## src/common/tsr_pkg.sv

```systemverilog
// Package with register map, field layout and encodings of the tuner status readback block.
package tsr_pkg;
  localparam int unsigned TSR_AW = 5;
  localparam int unsigned TSR_DW = 16;
  // Register offsets.
  localparam logic [4:0] TSR_OFF_SCAN_CTRL = 5'h02;
  localparam logic [4:0] TSR_OFF_TARGET_STATION_CTRL = 5'h03;
  localparam logic [4:0] TSR_OFF_PIN_CFG = 5'h04;
  localparam logic [4:0] TSR_OFF_BAND_CFG = 5'h05;
  localparam logic [4:0] TSR_OFF_STATUS = 5'h0A;
  localparam logic [4:0] TSR_OFF_CHANNEL = 5'h0B;
  localparam logic [4:0] TSR_OFF_IRQ_STAT = 5'h10;
  localparam logic [4:0] TSR_OFF_IRQ_MASK = 5'h11;
  localparam logic [15:0] TSR_RST_VAL = 16'h0000;
  // Field positions.
  localparam int unsigned TSR_B_GROUP_READY = 15;
  localparam int unsigned TSR_B_SEEK_TUNE_DONE = 14;
  localparam int unsigned TSR_B_SEEK_FAIL = 13;
  localparam int unsigned TSR_B_RAILED = 12;
  localparam int unsigned TSR_B_SYNC = 11;
  localparam int unsigned TSR_B_BLK_A_LO = 9;
  localparam int unsigned TSR_B_STEREO = 8;
  localparam int unsigned TSR_B_BLK_B_LO = 14;
  localparam int unsigned TSR_B_BLK_C_LO = 12;
  localparam int unsigned TSR_B_BLK_D_LO = 10;
  localparam int unsigned TSR_B_SCAN_REQ = 8;
  localparam int unsigned TSR_B_WRAP = 10;
  localparam int unsigned TSR_B_VERBOSE = 11;
  localparam int unsigned TSR_B_TARGET_STATION_SET = 15;
  localparam int unsigned TSR_B_PIN3_LO = 4;
  localparam int unsigned TSR_B_SPACE_LO = 4;
  localparam int unsigned TSR_B_RANGE_LO = 6;
  localparam int unsigned TSR_TARGET_STATION_W = 10;
  localparam int unsigned TSR_IRQ_W = 4;
  // Interrupt status bit positions.
  localparam int unsigned TSR_I_DONE = 0;
  localparam int unsigned TSR_I_FAIL = 1;
  localparam int unsigned TSR_I_GROUP = 2;
  localparam int unsigned TSR_I_RAIL = 3;
  // Encodings.
  localparam logic [1:0] TSR_PIN3_STEREO = 2'h1;
  localparam logic [1:0] TSR_RANGE_WIDE = 2'h0;
  localparam logic [1:0] TSR_ERR_NONE = 2'h0;
  localparam logic [1:0] TSR_ERR_LOW = 2'h1;
  localparam logic [1:0] TSR_ERR_MID = 2'h2;
  localparam logic [1:0] TSR_ERR_HIGH = 2'h3;
  localparam logic [2:0] TSR_ERR_LOW_MAX = 3'h2;
  localparam logic [2:0] TSR_ERR_MID_MAX = 3'h5;
  localparam logic [7:0] TSR_STRENGTH_MAX = 8'h4B;
  // Frequencies in units of 10 kHz: 87.5 MHz and 76 MHz bases, steps of 200/100/50 kHz.
  localparam logic [15:0] TSR_BASE_WIDE = 16'h222E;
  localparam logic [15:0] TSR_BASE_LOW = 16'h1DB0;
  localparam logic [4:0] TSR_STEP_200K = 5'h14;
  localparam logic [4:0] TSR_STEP_100K = 5'h0A;
  localparam logic [4:0] TSR_STEP_50K = 5'h05;
  localparam logic [1:0] TSR_SPACE_200K = 2'h0;
  localparam logic [1:0] TSR_SPACE_100K = 2'h1;
endpackage

```

## src/design/tsr_status_regs.sv

```systemverilog
// Status and channel readback register bank of the FM tuner with its control inputs.
//
// Decided for this implementation: the strobed register port.
`timescale 1ns/1ps
`default_nettype none
// Notes on behaviour
// - Status bit 15 is high while a new radio-data group is ready, one enabled cycle late.
// - Status bit 14 is set when a seek or tune operation finishes.
// - Bit 14 is cleared when the scan request or channel set request bit is taken low.
// - In non-wrap mode the seek fail flag is set when a seek finds no qualifying channel.
// - In wrap mode the seek fail flag is set when the seek reaches a band edge.
// - The seek fail flag is cleared only by taking the scan request bit low.
// - Status bit 12 marks a railed frequency control and softmutes audio while set.
// - The railed flag is refreshed at seek or tune completion and tracks during reception.
// - Status bit 11 shows decoder sync, and reads zero outside verbose mode.
// - In verbose mode each block error field encodes 0, 1-2, 3-5, or 6+ and uncorrectable errors.
// - Block A errors sit at status 10:9, blocks B, C, D at channel bits 15:14, 13:12, 11:10.
// - Status bit 8 is the stereo flag, also driven on pin 3 when its select is 01.
// - Status bits 7:0 hold signal strength in dB steps, never above 75.
// - With range 00 the frequency is spacing times channel plus 87.5 MHz.
// - With range 01 or 10 the frequency is spacing times channel plus 76 MHz.
// - Channel bits 9:0 follow the tuned channel during a seek and at completion.
module tsr_status_regs
  import tsr_pkg::*;
(
  input wire logic CORE_CLK,
  input wire logic RESET_N,
  input wire logic CLK_EN,
  input wire logic [4:0] REG_ADDR,
  input wire logic [15:0] REG_WDATA,
  input wire logic REG_WR,
  input wire logic REG_RD,
  output logic [15:0] REG_RDATA,
  input wire logic GROUP_READY,
  input wire logic OP_DONE,
  input wire logic SEEK_NO_VALID,
  input wire logic SEEK_AT_EDGE,
  input wire logic RAIL_IN,
  input wire logic SYNC_IN,
  input wire logic [11:0] BLK_ERR_CNT,
  input wire logic [3:0] BLK_UNCORR,
  input wire logic STEREO_IN,
  input wire logic [7:0] STRENGTH_IN,
  input wire logic TARGET_STATION_STEP,
  input wire logic [9:0] TARGET_STATION_IN,
  output logic SOFTMUTE,
  output logic [15:0] FREQ_10KHZ,
  output logic PIN3_OUT,
  output logic PIN3_OE,
  input wire logic PIN3_IN,
  output logic IRQ
);

  logic [15:0] scan_ctrl_q;
  logic [15:0] target_station_ctrl_q;
  logic [15:0] pin_cfg_q;
  logic [15:0] band_cfg_q;
  logic group_q;
  logic done_q;
  logic fail_q;
  logic rail_q;
  logic sync_q;
  logic stereo_q;
  logic [7:0] strength_q;
  logic [7:0] err_q;
  logic [9:0] target_station_q;
  logic [3:0] irq_stat_q;
  logic [3:0] irq_mask_q;
  logic [15:0] rdata_q;
  logic [15:0] freq_q;
  logic [15:0] status_word;
  logic [15:0] channel_word;
  logic wr_scan;
  logic wr_target_station;
  logic scan_fall;
  logic target_station_set_fall;
  logic verbose;
  logic fail_ev;
  logic [3:0] irq_ev;
  logic [7:0] err_enc;
  logic [15:0] step;
  logic [15:0] base;

  // Unused by the bank; the pin is output-only in stereo mode.
  logic pin3_unused;
  assign pin3_unused = PIN3_IN;

  function automatic logic [1:0] tsr_err_code(input logic [2:0] cnt, input logic uncorr);
    logic [1:0] code;
    code = TSR_ERR_HIGH;
    if (uncorr) begin
      code = TSR_ERR_HIGH;
    end else if (cnt == 3'h0) begin
      code = TSR_ERR_NONE;
    end else if (cnt <= TSR_ERR_LOW_MAX) begin
      code = TSR_ERR_LOW;
    end else if (cnt <= TSR_ERR_MID_MAX) begin
      code = TSR_ERR_MID;
    end
    return code;
  endfunction

  for (genvar g = 0; g < 4; g++) begin : g_err
    assign err_enc[2*g +: 2] = tsr_err_code(BLK_ERR_CNT[3*g +: 3], BLK_UNCORR[g]);
  end

  assign wr_scan = REG_WR && (REG_ADDR == TSR_OFF_SCAN_CTRL);
  assign wr_target_station = REG_WR && (REG_ADDR == TSR_OFF_TARGET_STATION_CTRL);
  // A request bit is taken low by a write that clears a bit which was set.
  assign scan_fall = wr_scan && scan_ctrl_q[TSR_B_SCAN_REQ] && !REG_WDATA[TSR_B_SCAN_REQ];
  assign target_station_set_fall = wr_target_station && target_station_ctrl_q[TSR_B_TARGET_STATION_SET] && !REG_WDATA[TSR_B_TARGET_STATION_SET];
  assign verbose = scan_ctrl_q[TSR_B_VERBOSE];
  assign fail_ev = scan_ctrl_q[TSR_B_WRAP] ? SEEK_AT_EDGE : SEEK_NO_VALID;

  // Control registers that feed the status logic; the readback pair has no write path.
  always_ff @(posedge CORE_CLK or negedge RESET_N) begin
    if (!RESET_N) begin
      scan_ctrl_q <= TSR_RST_VAL;
      target_station_ctrl_q <= TSR_RST_VAL;
      pin_cfg_q <= TSR_RST_VAL;
      band_cfg_q <= TSR_RST_VAL;
    end else if (CLK_EN && REG_WR) begin
      unique case (REG_ADDR)
        TSR_OFF_SCAN_CTRL: scan_ctrl_q <= REG_WDATA;
        TSR_OFF_TARGET_STATION_CTRL: target_station_ctrl_q <= REG_WDATA;
        TSR_OFF_PIN_CFG: pin_cfg_q <= REG_WDATA;
        TSR_OFF_BAND_CFG: band_cfg_q <= REG_WDATA;
        default: ;
      endcase
    end
  end

  // Completion and failure flags; a new event wins over a clear in the same cycle.
  always_ff @(posedge CORE_CLK or negedge RESET_N) begin
    if (!RESET_N) begin
      done_q <= 1'b0;
      fail_q <= 1'b0;
    end else if (CLK_EN) begin
      if (OP_DONE) begin
        done_q <= 1'b1;
      end else if (scan_fall || target_station_set_fall) begin
        done_q <= 1'b0;
      end
      if (fail_ev) begin
        fail_q <= 1'b1;
      end else if (scan_fall) begin
        fail_q <= 1'b0;
      end
    end
  end

  // Rail flag is frozen during a running operation so the host reads the settled result.
  always_ff @(posedge CORE_CLK or negedge RESET_N) begin
    if (!RESET_N) begin
      rail_q <= 1'b0;
    end else if (CLK_EN) begin
      if (OP_DONE || !(scan_ctrl_q[TSR_B_SCAN_REQ] || target_station_ctrl_q[TSR_B_TARGET_STATION_SET])) begin
        rail_q <= RAIL_IN;
      end
    end
  end

  // Live reception state sampled every enabled cycle.
  always_ff @(posedge CORE_CLK or negedge RESET_N) begin
    if (!RESET_N) begin
      group_q <= 1'b0;
      sync_q <= 1'b0;
      stereo_q <= 1'b0;
      strength_q <= 8'h00;
      err_q <= 8'h00;
    end else if (CLK_EN) begin
      group_q <= GROUP_READY;
      sync_q <= SYNC_IN && verbose;
      err_q <= verbose ? err_enc : 8'h00;
      stereo_q <= STEREO_IN;
      strength_q <= (STRENGTH_IN > TSR_STRENGTH_MAX) ? TSR_STRENGTH_MAX : STRENGTH_IN;
    end
  end

  // Tuned channel follows the seek steps and the final result.
  always_ff @(posedge CORE_CLK or negedge RESET_N) begin
    if (!RESET_N) begin
      target_station_q <= 10'h000;
    end else if (CLK_EN) begin
      if (OP_DONE || (TARGET_STATION_STEP && scan_ctrl_q[TSR_B_SCAN_REQ])) begin
        target_station_q <= TARGET_STATION_IN;
      end
    end
  end

  always_comb begin
    unique case (band_cfg_q[TSR_B_SPACE_LO +: 2])
      TSR_SPACE_200K: step = {11'h000, TSR_STEP_200K};
      TSR_SPACE_100K: step = {11'h000, TSR_STEP_100K};
      default: step = {11'h000, TSR_STEP_50K};
    endcase
    base = (band_cfg_q[TSR_B_RANGE_LO +: 2] == TSR_RANGE_WIDE) ? TSR_BASE_WIDE : TSR_BASE_LOW;
  end

  always_ff @(posedge CORE_CLK or negedge RESET_N) begin
    if (!RESET_N) begin
      freq_q <= 16'h0000;
    end else if (CLK_EN) begin
      freq_q <= 16'(step * {6'h00, target_station_q}) + base;
    end
  end

  assign status_word = {group_q, done_q, fail_q, rail_q, sync_q, err_q[1:0], stereo_q,
                        strength_q};
  assign channel_word = {err_q[3:2], err_q[5:4], err_q[7:6], target_station_q};

  // Interrupt status: write one to clear, a simultaneous event keeps the bit set.
  assign irq_ev[TSR_I_DONE] = OP_DONE;
  assign irq_ev[TSR_I_FAIL] = fail_ev;
  assign irq_ev[TSR_I_GROUP] = GROUP_READY && !group_q;
  assign irq_ev[TSR_I_RAIL] = RAIL_IN && !rail_q;

  always_ff @(posedge CORE_CLK or negedge RESET_N) begin
    if (!RESET_N) begin
      irq_stat_q <= 4'h0;
      irq_mask_q <= 4'h0;
    end else if (CLK_EN) begin
      if (REG_WR && REG_ADDR == TSR_OFF_IRQ_STAT) begin
        irq_stat_q <= (irq_stat_q & ~REG_WDATA[TSR_IRQ_W-1:0]) | irq_ev;
      end else begin
        irq_stat_q <= irq_stat_q | irq_ev;
      end
      if (REG_WR && REG_ADDR == TSR_OFF_IRQ_MASK) begin
        irq_mask_q <= REG_WDATA[TSR_IRQ_W-1:0];
      end
    end
  end

  // Read data stands only until the next enabled cycle after the strobe; the bank never stalls the host.
  always_ff @(posedge CORE_CLK or negedge RESET_N) begin
    if (!RESET_N) begin
      rdata_q <= 16'h0000;
    end else if (CLK_EN) begin
      rdata_q <= 16'h0000;
      if (REG_RD) begin
        unique case (REG_ADDR)
          TSR_OFF_SCAN_CTRL: rdata_q <= scan_ctrl_q;
          TSR_OFF_TARGET_STATION_CTRL: rdata_q <= target_station_ctrl_q;
          TSR_OFF_PIN_CFG: rdata_q <= pin_cfg_q;
          TSR_OFF_BAND_CFG: rdata_q <= band_cfg_q;
          TSR_OFF_STATUS: rdata_q <= status_word;
          TSR_OFF_CHANNEL: rdata_q <= channel_word;
          TSR_OFF_IRQ_STAT: rdata_q <= {12'h000, irq_stat_q};
          TSR_OFF_IRQ_MASK: rdata_q <= {12'h000, irq_mask_q};
          default: rdata_q <= 16'h0000;
        endcase
      end
    end
  end

  assign REG_RDATA = rdata_q;
  assign SOFTMUTE = rail_q;
  assign FREQ_10KHZ = freq_q;
  assign PIN3_OE = (pin_cfg_q[TSR_B_PIN3_LO +: 2] == TSR_PIN3_STEREO);
  assign PIN3_OUT = stereo_q && PIN3_OE;
  assign IRQ = |(irq_stat_q & irq_mask_q);
endmodule // tsr_status_regs
`default_nettype wire

```

## config.mk

```make
export PLATFORM = sky130hd
export DESIGN_NAME = tsr_status_regs
export DESIGN_NICKNAME = d
export VERILOG_FILES = /design/src/common/tsr_pkg.sv /design/src/design/tsr_status_regs.sv
export SDC_FILE = /design/constraint.sdc
export NUM_CORES = 1
export LEC_CHECK = 0
export ABC_AREA = 0
export BUFFER_PORTS_ARGS = -buffer_cell sky130_fd_sc_hd__buf_2
export CORE_MARGIN = 1.5
export CORE_UTILIZATION = 39
export DETAILED_ROUTE_END_ITERATION = 12
export PLACE_DENSITY = 0.67
export SLEW_MARGIN = 0
export SYNTH_ARGS = -nofsm -noshare
export SYNTH_HDL_FRONTEND = slang
export SYNTH_SLANG_ARGS = --single-unit
export TNS_END_PERCENT = 1
```

## constraint.sdc

```tcl
create_clock -name CORE_CLK -period 5 [get_ports CORE_CLK]
set_input_delay 0.75 -clock CORE_CLK [delete_from_list [all_inputs] [get_ports CORE_CLK]]
set_output_delay 0.75 -clock CORE_CLK [all_outputs]
set_load 0.1 [all_outputs]
```

==> metrics, run 1 <==
CTS tree=built; post-CTS sizing=0; clk sinks=136; IO Port Bufs=103; ANT nets after route=0; GRT Total Usage=0.195; Vias per Instance=5.34; Top FF cell, synth=dfrtp_1; actual slew at the worst max-slew pin=1.29 ns; Peak supply drop=0.000231 V; min cycle time layout=4.56 ns; Final Hold Viols=0; FMAX=219 MHz; Post-layout nets=905; Post-CTS Setup Inserts=0; Req. time, crit path=5.31 ns; Post-synth EDFFs=0; post-route clock skew=0.00700 ns; Yosys top cell area share=0.433; most common cell after layout, fill and taps aside=dfrtp_1; Die Y=145 µm; core box area=0.0196 mm²; Max H-tree Level=4; CP endpoint kind=flop; CTS clk-pin slew, worst paths=0.07 ns; Synth area leaders=dfrtp_1 (43%), mux2_2 (9.3%), fa_1 (8.7%); most frequent cells in the layout=dfrtp_1 (136), buf_2 (102), inv_1 (75), mux2_2 (65), a22oi_1 (50); Tot Pwr=4.43 mW; DRT met1 WL=8570 µm; initial antenna violation count=2; die area=0.0210 mm²; Syn Std Cell Area=0.00785 mm²; hold buffers post-CTS=0; Worst Path Max Fanout=14; Routed WL per cell=17.9 µm; FF+latch count, synth=136; Post-synth ARST share=1.00; root buf cell=clkbuf_16; min-delay worst type=in -> async; I/O Pins=105; total length of routed met2 wires=9170 µm; Placed Area=0.00863 mm²; cell taking the most area after synthesis=dfrtp_1; grt ovf=0; RSZ-0062 raised after global routing=false; Pre-antenna DRT Iters=5; Crit Path Class=reg -> reg; final setup fails=0; Placer Congestion=0.777; DR WL met3=949 µm; Final Cell Area=0.00922 mm²; count of cell types in the netlist=59; Cells after Synth=676; Final Routed Wirelength=19000 µm; Clock Tree Buf Depth=2; Initial DRC Count=388; final hold slack=0.365 ns; share of cells above drive strength 1=0.311; Die X=145 µm; Clk Latency, worst-skew pair=0.42 ns; WP data arrival=4.86 ns; HPWL after DPL=13400 µm; Fin Setup TNS=0 ns; P_leak=4.47 nW; crit start category=flop; sequential area share after synthesis=0.433; Max-Cap Viols=0; CTS buffer count=17; via count of the routed design=5652; fin. max-slew vios=0; Cell Pwr Density=480 mW/mm²; largest net degree at the start of global routing=101; first-pass GRT wire length=31000 µm; num rows=51; filler instances=1817; Mean Syn Cell Area=11.6 µm²; Starting Density=0.401; outcome=complete, no violations; Syn Nets=802; final cycle utilization of the critical path=0.912; Slew headroom=0.139; YS warnings=0; vias in the first global route=5796; Area Overhead vs Synth=17.5%; Top Metal Used=met5; DRC=0
[cell usage after synthesis, drive strengths merged (3+ instances only)]
| master | n |
|---|---|
| a31oi | 15 |
| or3b | 5 |
| o211ai | 8 |
| nand3 | 12 |
| fa | 34 |
| o21a | 3 |
| a22oi | 50 |
| a21o | 25 |
| o22a | 3 |
| buf | 15 |
| ha | 23 |
| and2 | 21 |
| nor3 | 9 |
| xnor2 | 8 |
| dfrtp | 136 |
| o21ai | 20 |
| nor2 | 13 |
| nand2b | 6 |
| inv | 75 |
| a211o | 6 |
| nor2b | 15 |
| nand2 | 23 |
| a21oi | 10 |
| nand3b | 4 |
| mux2 | 86 |
| a221oi | 3 |
| o31a | 3 |
| a211oi | 4 |
| clkbuf | 15 |
[per-stage QoR]
step	std cells	setup WS (ns)	util
floorplan	676	0.818	-
global placement	1025	0.477	0.440
detailed placement	1025	0.441	0.440
CTS	1057	0.438	0.471
global route	1057	0.170	0.471
finish	1058	0.442	0.471
[flip-flops by register name (all words and copies together), names as in the netlist]
name / flops
FREQ_10KHZ: 16
REG_RDATA: 16
band_cfg_q: 16
pin_cfg_q: 16
scan_ctrl_q: 16
target_station_ctrl_q: 16
target_station_q: 10
err_q: 8
strength_q: 8
irq_mask_q: 4
irq_stat_q: 4
SOFTMUTE: 1
done_q: 1
fail_q: 1
group_q: 1
stereo_q: 1
sync_q: 1
[cells by family after synthesis]
family | Yosys count | share of synthesized area
adders and majority gates | 57 | 0.123
DFF | 136 | 0.433
and+or+nand+nor | 117 | 0.0918
AOI/OAI and AO/OA | 164 | 0.150
muxes | 87 | 0.134
buffers and inverters | 106 | 0.0575
xor gates and xnor gates | 9 | 0.0100
[critical path, cell delays in order (launching register included)]
cell	delay (ns)
dfrtp_1	0.54
nor2_1	0.53
and2_1	0.24
fa_1	0.42
fa_1	0.54
inv_1	0.05
fa_1	0.52
inv_1	0.04
ha_1	0.34
o21a_1	0.21
o31a_1	0.15
o311a_1	0.31
or3_1	0.30
a31o_2	0.24
[final cells by class]
type                    count  area [µm²]  share of cell area
multi-input cells         434        4000               0.434
flip-flops and latches    136        3400               0.369
repair buffers            114         604              0.0655
clock buffers              17         425              0.0461
well taps                 265         332              0.0360
inverters                  76         285              0.0309
clock inverters            15         166              0.0180
diodes                      1        2.50            0.000271
[report_power, final]
part | internal (mW) | switching, mW | leakage (nW) | total [mW]
logic | 0.629 | 1.17 | 2.46 | 1.80
clock network | 0.743 | 0.515 | 0.275 | 1.26
registers | 1.26 | 0.110 | 1.74 | 1.38
[layer usage]
metal | vias up | track usage
met1 | 2878 | 0.261
li1 | 2610 | -
met4 | 2 | 0.0542
met5 | - | 0
met2 | 138 | 0.321
met3 | 24 | 0.0411
[worst paths after layout]
kind	startpoint	to	slack [ns]	cells after the start
max in group asynchronous	RESET_N	target_station_ctrl_q[9]	3.55	2
worst max register to register	band_cfg_q[5]	FREQ_10KHZ[11]	0.44	13
min in group CORE_CLK	FREQ_10KHZ[7]	FREQ_10KHZ[7]	0.47	1
worst min register to register	FREQ_10KHZ[7]	FREQ_10KHZ[7]	0.47	1
worst min-delay path	RESET_N	FREQ_10KHZ[5]	0.37	1
worst max-delay path	band_cfg_q[5]	FREQ_10KHZ[11]	0.44	13
Power figures use the tool's default switching activity.
==> inputs of run 2 (changes only) <==
Settings changed: PLACE_DENSITY 0.67 to not set, SETUP_SLACK_MARGIN set to 0.1.
==> metrics, run 2 (same netlist as run 1, synthesis figures left out) <==
switching power=1.81 mW (was 1.79 mW); internal power=2.60 mW (was 2.64 mW); CTS clk-pin slew, worst paths=0.06 ns (was 0.07 ns); DR WL met3=701 µm (was 949 µm); Gate power share=0.412 (was 0.406); CTS buffer count=17 (unchanged); total length of routed met2 wires=9240 µm (was 9170 µm); final setup fails=0 (unchanged); Fin Setup TNS=0 ns (unchanged); Cell Pwr Density=478 mW/mm² (was 480 mW/mm²); largest net degree at the start of global routing=103 (was 101); outcome=complete, no violations (unchanged); Post-layout nets=908 (was 905); Die Y=145 µm (unchanged); Slew headroom=0.314 (was 0.139); Clock power frac=0.277 (was 0.284); Tot Pwr=4.40 mW (was 4.43 mW); RSZ-0062 raised after global routing=false (unchanged); DRC=0 (unchanged); root buf cell=clkbuf_16 (unchanged); vias in the first global route=5659 (was 5796); core box area=0.0196 mm² (unchanged); actual slew at the worst max-slew pin=1.03 ns (was 1.29 ns); Setup crit start=band_cfg_q[6] (was band_cfg_q[5]); Final Hold Viols=0 (unchanged); share of cells above drive strength 1=0.313 (was 0.311); crit start category=flop (unchanged); die area=0.0210 mm² (unchanged); Die X=145 µm (unchanged); fin worst setup slack=0.469 ns (was 0.442 ns); HPWL after DPL=13700 µm (was 13400 µm); Top Metal Used=met4 (was met5); Setup WS pre-CTS=0.485 ns (was 0.441 ns); hold buffers post-CTS=0 (unchanged); Pre-antenna DRT Iters=4 (was 5); WP data arrival=4.84 ns (was 4.86 ns); I/O Pins=105 (unchanged); P_leak=4.49 nW (was 4.47 nW); min-delay worst type=in -> async (unchanged); first-pass GRT wire length=31200 µm (was 31000 µm); Placer Congestion=0.780 (was 0.777); IO Port Bufs=103 (unchanged); via count of the routed design=5553 (was 5652); Post-CTS Setup Inserts=0 (unchanged); clk sinks=136 (unchanged); min cycle time layout=4.53 ns (was 4.56 ns); post-route clock skew=0.0114 ns (was 0.00700 ns); initial antenna violation count=0 (was 2); Clk Latency, worst-skew pair=0.43 ns (was 0.42 ns); number of cells after detailed placement=1028 (was 1025); worst reg2reg path startpoint=band_cfg_q[6] (was band_cfg_q[5]); CTS tree=built (unchanged); most common cell after layout, fill and taps aside=dfrtp_1 (unchanged); Clock Tree Buf Depth=2 (unchanged); Final Util=0.471 (about the same); sw frac=0.410 (was 0.405); Max H-tree Level=4 (unchanged); grt ovf=0 (unchanged); antenna cells=0 (was 1); num rows=51 (unchanged); Worst Path Max Fanout=6 (was 14); Crit Path Class=reg -> reg (unchanged); post-CTS sizing=0 (unchanged); Non-Filler Instances=1060 (was 1058); ANT nets after route=0 (unchanged); GRT Total Usage=0.199 (was 0.195); FMAX=221 MHz (was 219 MHz); Peak supply drop=0.000269 V (was 0.000231 V); Initial DRC Count=334 (was 388); most frequent cells in the layout=dfrtp_1 (136), buf_2 (102), inv_1 (75), mux2_2 (65), a22oi_1 (50) (unchanged); Req. time, crit path=5.31 ns (about the same); Area Overhead vs Synth=17.4% (was 17.5%); Max-Cap Viols=0 (unchanged); Vias per Instance=5.24 (was 5.34); Final Routed Wirelength=19300 µm (was 19000 µm); reg2reg path depth=12 (was 13); final cycle utilization of the critical path=0.906 (was 0.912); DRT met1 WL=9170 µm (was 8570 µm); CP endpoint kind=flop (unchanged); fin. max-slew vios=0 (unchanged); Starting Density=0.401 (unchanged); part of the power in registers=0.311 (was 0.310); Routed WL per cell=18.2 µm (was 17.9 µm)
[run 2: final cells by class]
class / count / area, µm²
clock buffers: 18 / 429
clock inverters: 14 / 136
fillers: 1841 / 10400
inverters: 76 / 285
multi-input cells: 434 / 4010
flip-flops and latches: 136 / 3400
well taps: 265 / 332
repair buffers: 117 / 627
[run 2: power groups by stage]
stage | logic, mW | registers [mW] | clock network [mW]
2_1_floorplan | 1.03 | 1.80 | 0
3_3_place_gp | 1.79 | 1.38 | 0
3_5_place_dp | 1.83 | 1.39 | 0
4_1_cts | 1.83 | 1.37 | 1.24
5_1_grt | 2.03 | 1.39 | 1.30
6_report | 1.82 | 1.37 | 1.22
[run 2: path summary, 6_finish.rpt]
kind	endpoint	slack (ns)
max in group asynchronous	target_station_ctrl_q[2]	3.50
min in group CORE_CLK	REG_RDATA[13]	0.47
worst max register to register	FREQ_10KHZ[10]	0.47
worst min register to register	REG_RDATA[13]	0.47
worst min-delay path	FREQ_10KHZ[5]	0.42
worst max-delay path	FREQ_10KHZ[10]	0.47
[run 2: routing by layer]
layer / vias up / track usage
met3: 14 / 0.0401
met4: 0 / 0.0473
met2: 99 / 0.319
met5: - / 0
met1: 2833 / 0.277
li1: 2607 / -
[run 2: worst max-delay path, cell delays in order (launching register included)]
cell and delay [ns]:
dfrtp_1 0.39, or2_2 0.43, inv_1 0.37, fa_1 0.48, fa_1 0.48, fa_1 0.60, inv_1 0.06, ha_1 0.31
a211oi_1 0.26, o21ai_0 0.20, a31oi_1 0.44, xnor2_1 0.12, mux2_2 0.27
[run 2: stage by stage]
step                      hold slack (ns)  instance area (µm²)
after global placement              0.458                 8650
after floorplan                     0.450                 7850
after CTS                           0.471                 9220
after global routing                0.490                 9220
after detailed placement            0.463                 8650
final                               0.418                 9220
==> inputs of run 3 (changes only) <==
Settings changed: CTS_BUF_LIST set to sky130_fd_sc_hd__clkbuf_8.
==> metrics, run 3 (same netlist as run 1, synthesis figures left out) <==
clk sinks=136 (unchanged); FMAX=220 MHz (was 221 MHz); actual slew at the worst max-slew pin=1.03 ns (about the same); min cycle time layout=4.54 ns (was 4.53 ns); I/O Pins=105 (unchanged); Placed Area=0.00865 mm² (unchanged); WP data arrival=4.87 ns (was 4.84 ns); die area=0.0210 mm² (unchanged); most common cell after layout, fill and taps aside=dfrtp_1 (unchanged); share of cells above drive strength 1=0.313 (unchanged); initial antenna violation count=0 (unchanged); Peak supply drop=0.000212 V (was 0.000269 V); Vias per Instance=5.20 (was 5.24); Crit Reg-Reg Endpoint=FREQ_10KHZ[10] (unchanged); DRT met1 WL=9160 µm (was 9170 µm); root buf cell=clkbuf_8 (was clkbuf_16); DR WL met3=791 µm (was 701 µm); reg2reg path depth=12 (unchanged); Setup WS pre-CTS=0.485 ns (unchanged); post-CTS sizing=0 (unchanged); Top Metal Used=met4 (unchanged); Req. time, crit path=5.33 ns (was 5.31 ns); Pre-antenna DRT Iters=4 (unchanged); Non-Filler Instances=1060 (unchanged); CP endpoint kind=flop (unchanged); Fin Setup TNS=0 ns (unchanged); Final Cell Area=0.00903 mm² (was 0.00922 mm²); CTS buffer count=17 (unchanged); hold buffers post-CTS=0 (unchanged); Placer Congestion=0.780 (unchanged); Die X=145 µm (unchanged); largest net degree at the start of global routing=103 (unchanged); Area Overhead vs Synth=15.0% (was 17.4%); FF-to-FF setup slack=0.46 ns (was 0.47 ns); grt ovf=0 (unchanged); first-pass GRT wire length=31100 µm (was 31200 µm); crit start category=flop (unchanged); Initial DRC Count=364 (was 334); Post-CTS Setup Inserts=0 (unchanged); CTS tree=built (unchanged); Crit Path Class=reg -> reg (unchanged); HPWL after DPL=13700 µm (unchanged); Slew headroom=0.308 (was 0.314); number of cells after detailed placement=1028 (unchanged); Cell Pwr Density=450 mW/mm² (was 478 mW/mm²); via count of the routed design=5507 (was 5553); Final Routed Wirelength=19200 µm (was 19300 µm); fin. max-slew vios=0 (unchanged); GRT Total Usage=0.198 (was 0.199); CTS clk-pin slew, worst paths=0.09 ns (was 0.06 ns); total length of routed met2 wires=9080 µm (was 9240 µm); antenna cells=0 (unchanged); outcome=complete, no violations (unchanged); Starting Density=0.401 (unchanged); RSZ-0062 raised after global routing=false (unchanged); final hold slack=0.374 ns (was 0.418 ns); P_leak=4.41 nW (was 4.49 nW); Final Hold Viols=0 (unchanged); worst reg2reg path startpoint=band_cfg_q[6] (unchanged); vias in the first global route=5647 (was 5659); fin worst setup slack=0.459 ns (was 0.469 ns); Max H-tree Level=4 (unchanged); final setup fails=0 (unchanged); min-delay worst type=in -> async (unchanged); final cycle utilization of the critical path=0.908 (was 0.906); Die Y=145 µm (unchanged); Max-Cap Viols=0 (unchanged); Clock Tree Buf Depth=2 (unchanged); Clk Latency, worst-skew pair=0.45 ns (was 0.43 ns); DRC=0 (unchanged); Routed WL per cell=18.1 µm (was 18.2 µm); num rows=51 (unchanged); IO Port Bufs=103 (unchanged); post-route clock skew=0.0147 ns (was 0.0114 ns); Worst Path Max Fanout=6 (unchanged); ANT nets after route=0 (unchanged); Post-layout nets=908 (unchanged); most frequent cells in the layout=dfrtp_1 (136), buf_2 (102), inv_1 (76), mux2_2 (65), a22oi_1 (50) (was dfrtp_1 (136), buf_2 (102), inv_1 (75), mux2_2 (65), a22oi_1 (50)); core box area=0.0196 mm² (unchanged)
run 3: changes by cell type in the layout (fill, tap and decap cells not counted), sizes merged:
cell,change
clkbuf,-1
inv,+1
run 3: layout make-up:
cell class / count / area (µm²)
inverters: 76 / 285
clock buffers: 17 / 234
fillers: 1859 / 10600
flip-flops and latches: 136 / 3400
repair buffers: 117 / 627
multi-input cells: 434 / 4010
well taps: 265 / 332
clock inverters: 15 / 140
run 3: how the worst max path moves through the flow:
stage	from	end
floorplan	band_cfg_q[5]	FREQ_10KHZ[11]
global placement	band_cfg_q[6]	FREQ_10KHZ[10]
detailed placement	band_cfg_q[6]	FREQ_10KHZ[10]
CTS	band_cfg_q[6]	FREQ_10KHZ[10]
global route	band_cfg_q[6]	FREQ_10KHZ[10]
finish	band_cfg_q[6]	FREQ_10KHZ[10]
run 3: layer usage:
metal  global-route usage  up-vias
li1                     -     2607
met4               0.0463        0
met2                0.318      108
met1                0.277     2785
met3               0.0372        7
met5                    0        -
run 3: stage by stage:
stage	util	total power, mW
6_report	0.461	4.06
5_1_grt	0.461	4.38
4_1_cts	0.461	4.11
3_5_place_dp	0.442	3.21
3_3_place_gp	0.442	3.18
2_1_floorplan	-	2.83
run 3: power by group:
part	leakage (nW)	internal, mW	switching [mW]	total, mW
logic	2.47	0.636	1.18	1.82
clock network	0.197	0.404	0.479	0.883
registers	1.74	1.26	0.104	1.37
run 3: critical path, stage by stage (launching register included):
cell and delay [ns]:
dfrtp_1 0.40, or2_2 0.44, inv_1 0.37, fa_1 0.48, fa_1 0.48, fa_1 0.60
inv_1 0.06, ha_1 0.31, a211oi_1 0.26, o21ai_0 0.20, a31oi_1 0.44, xnor2_1 0.11
mux2_2 0.27
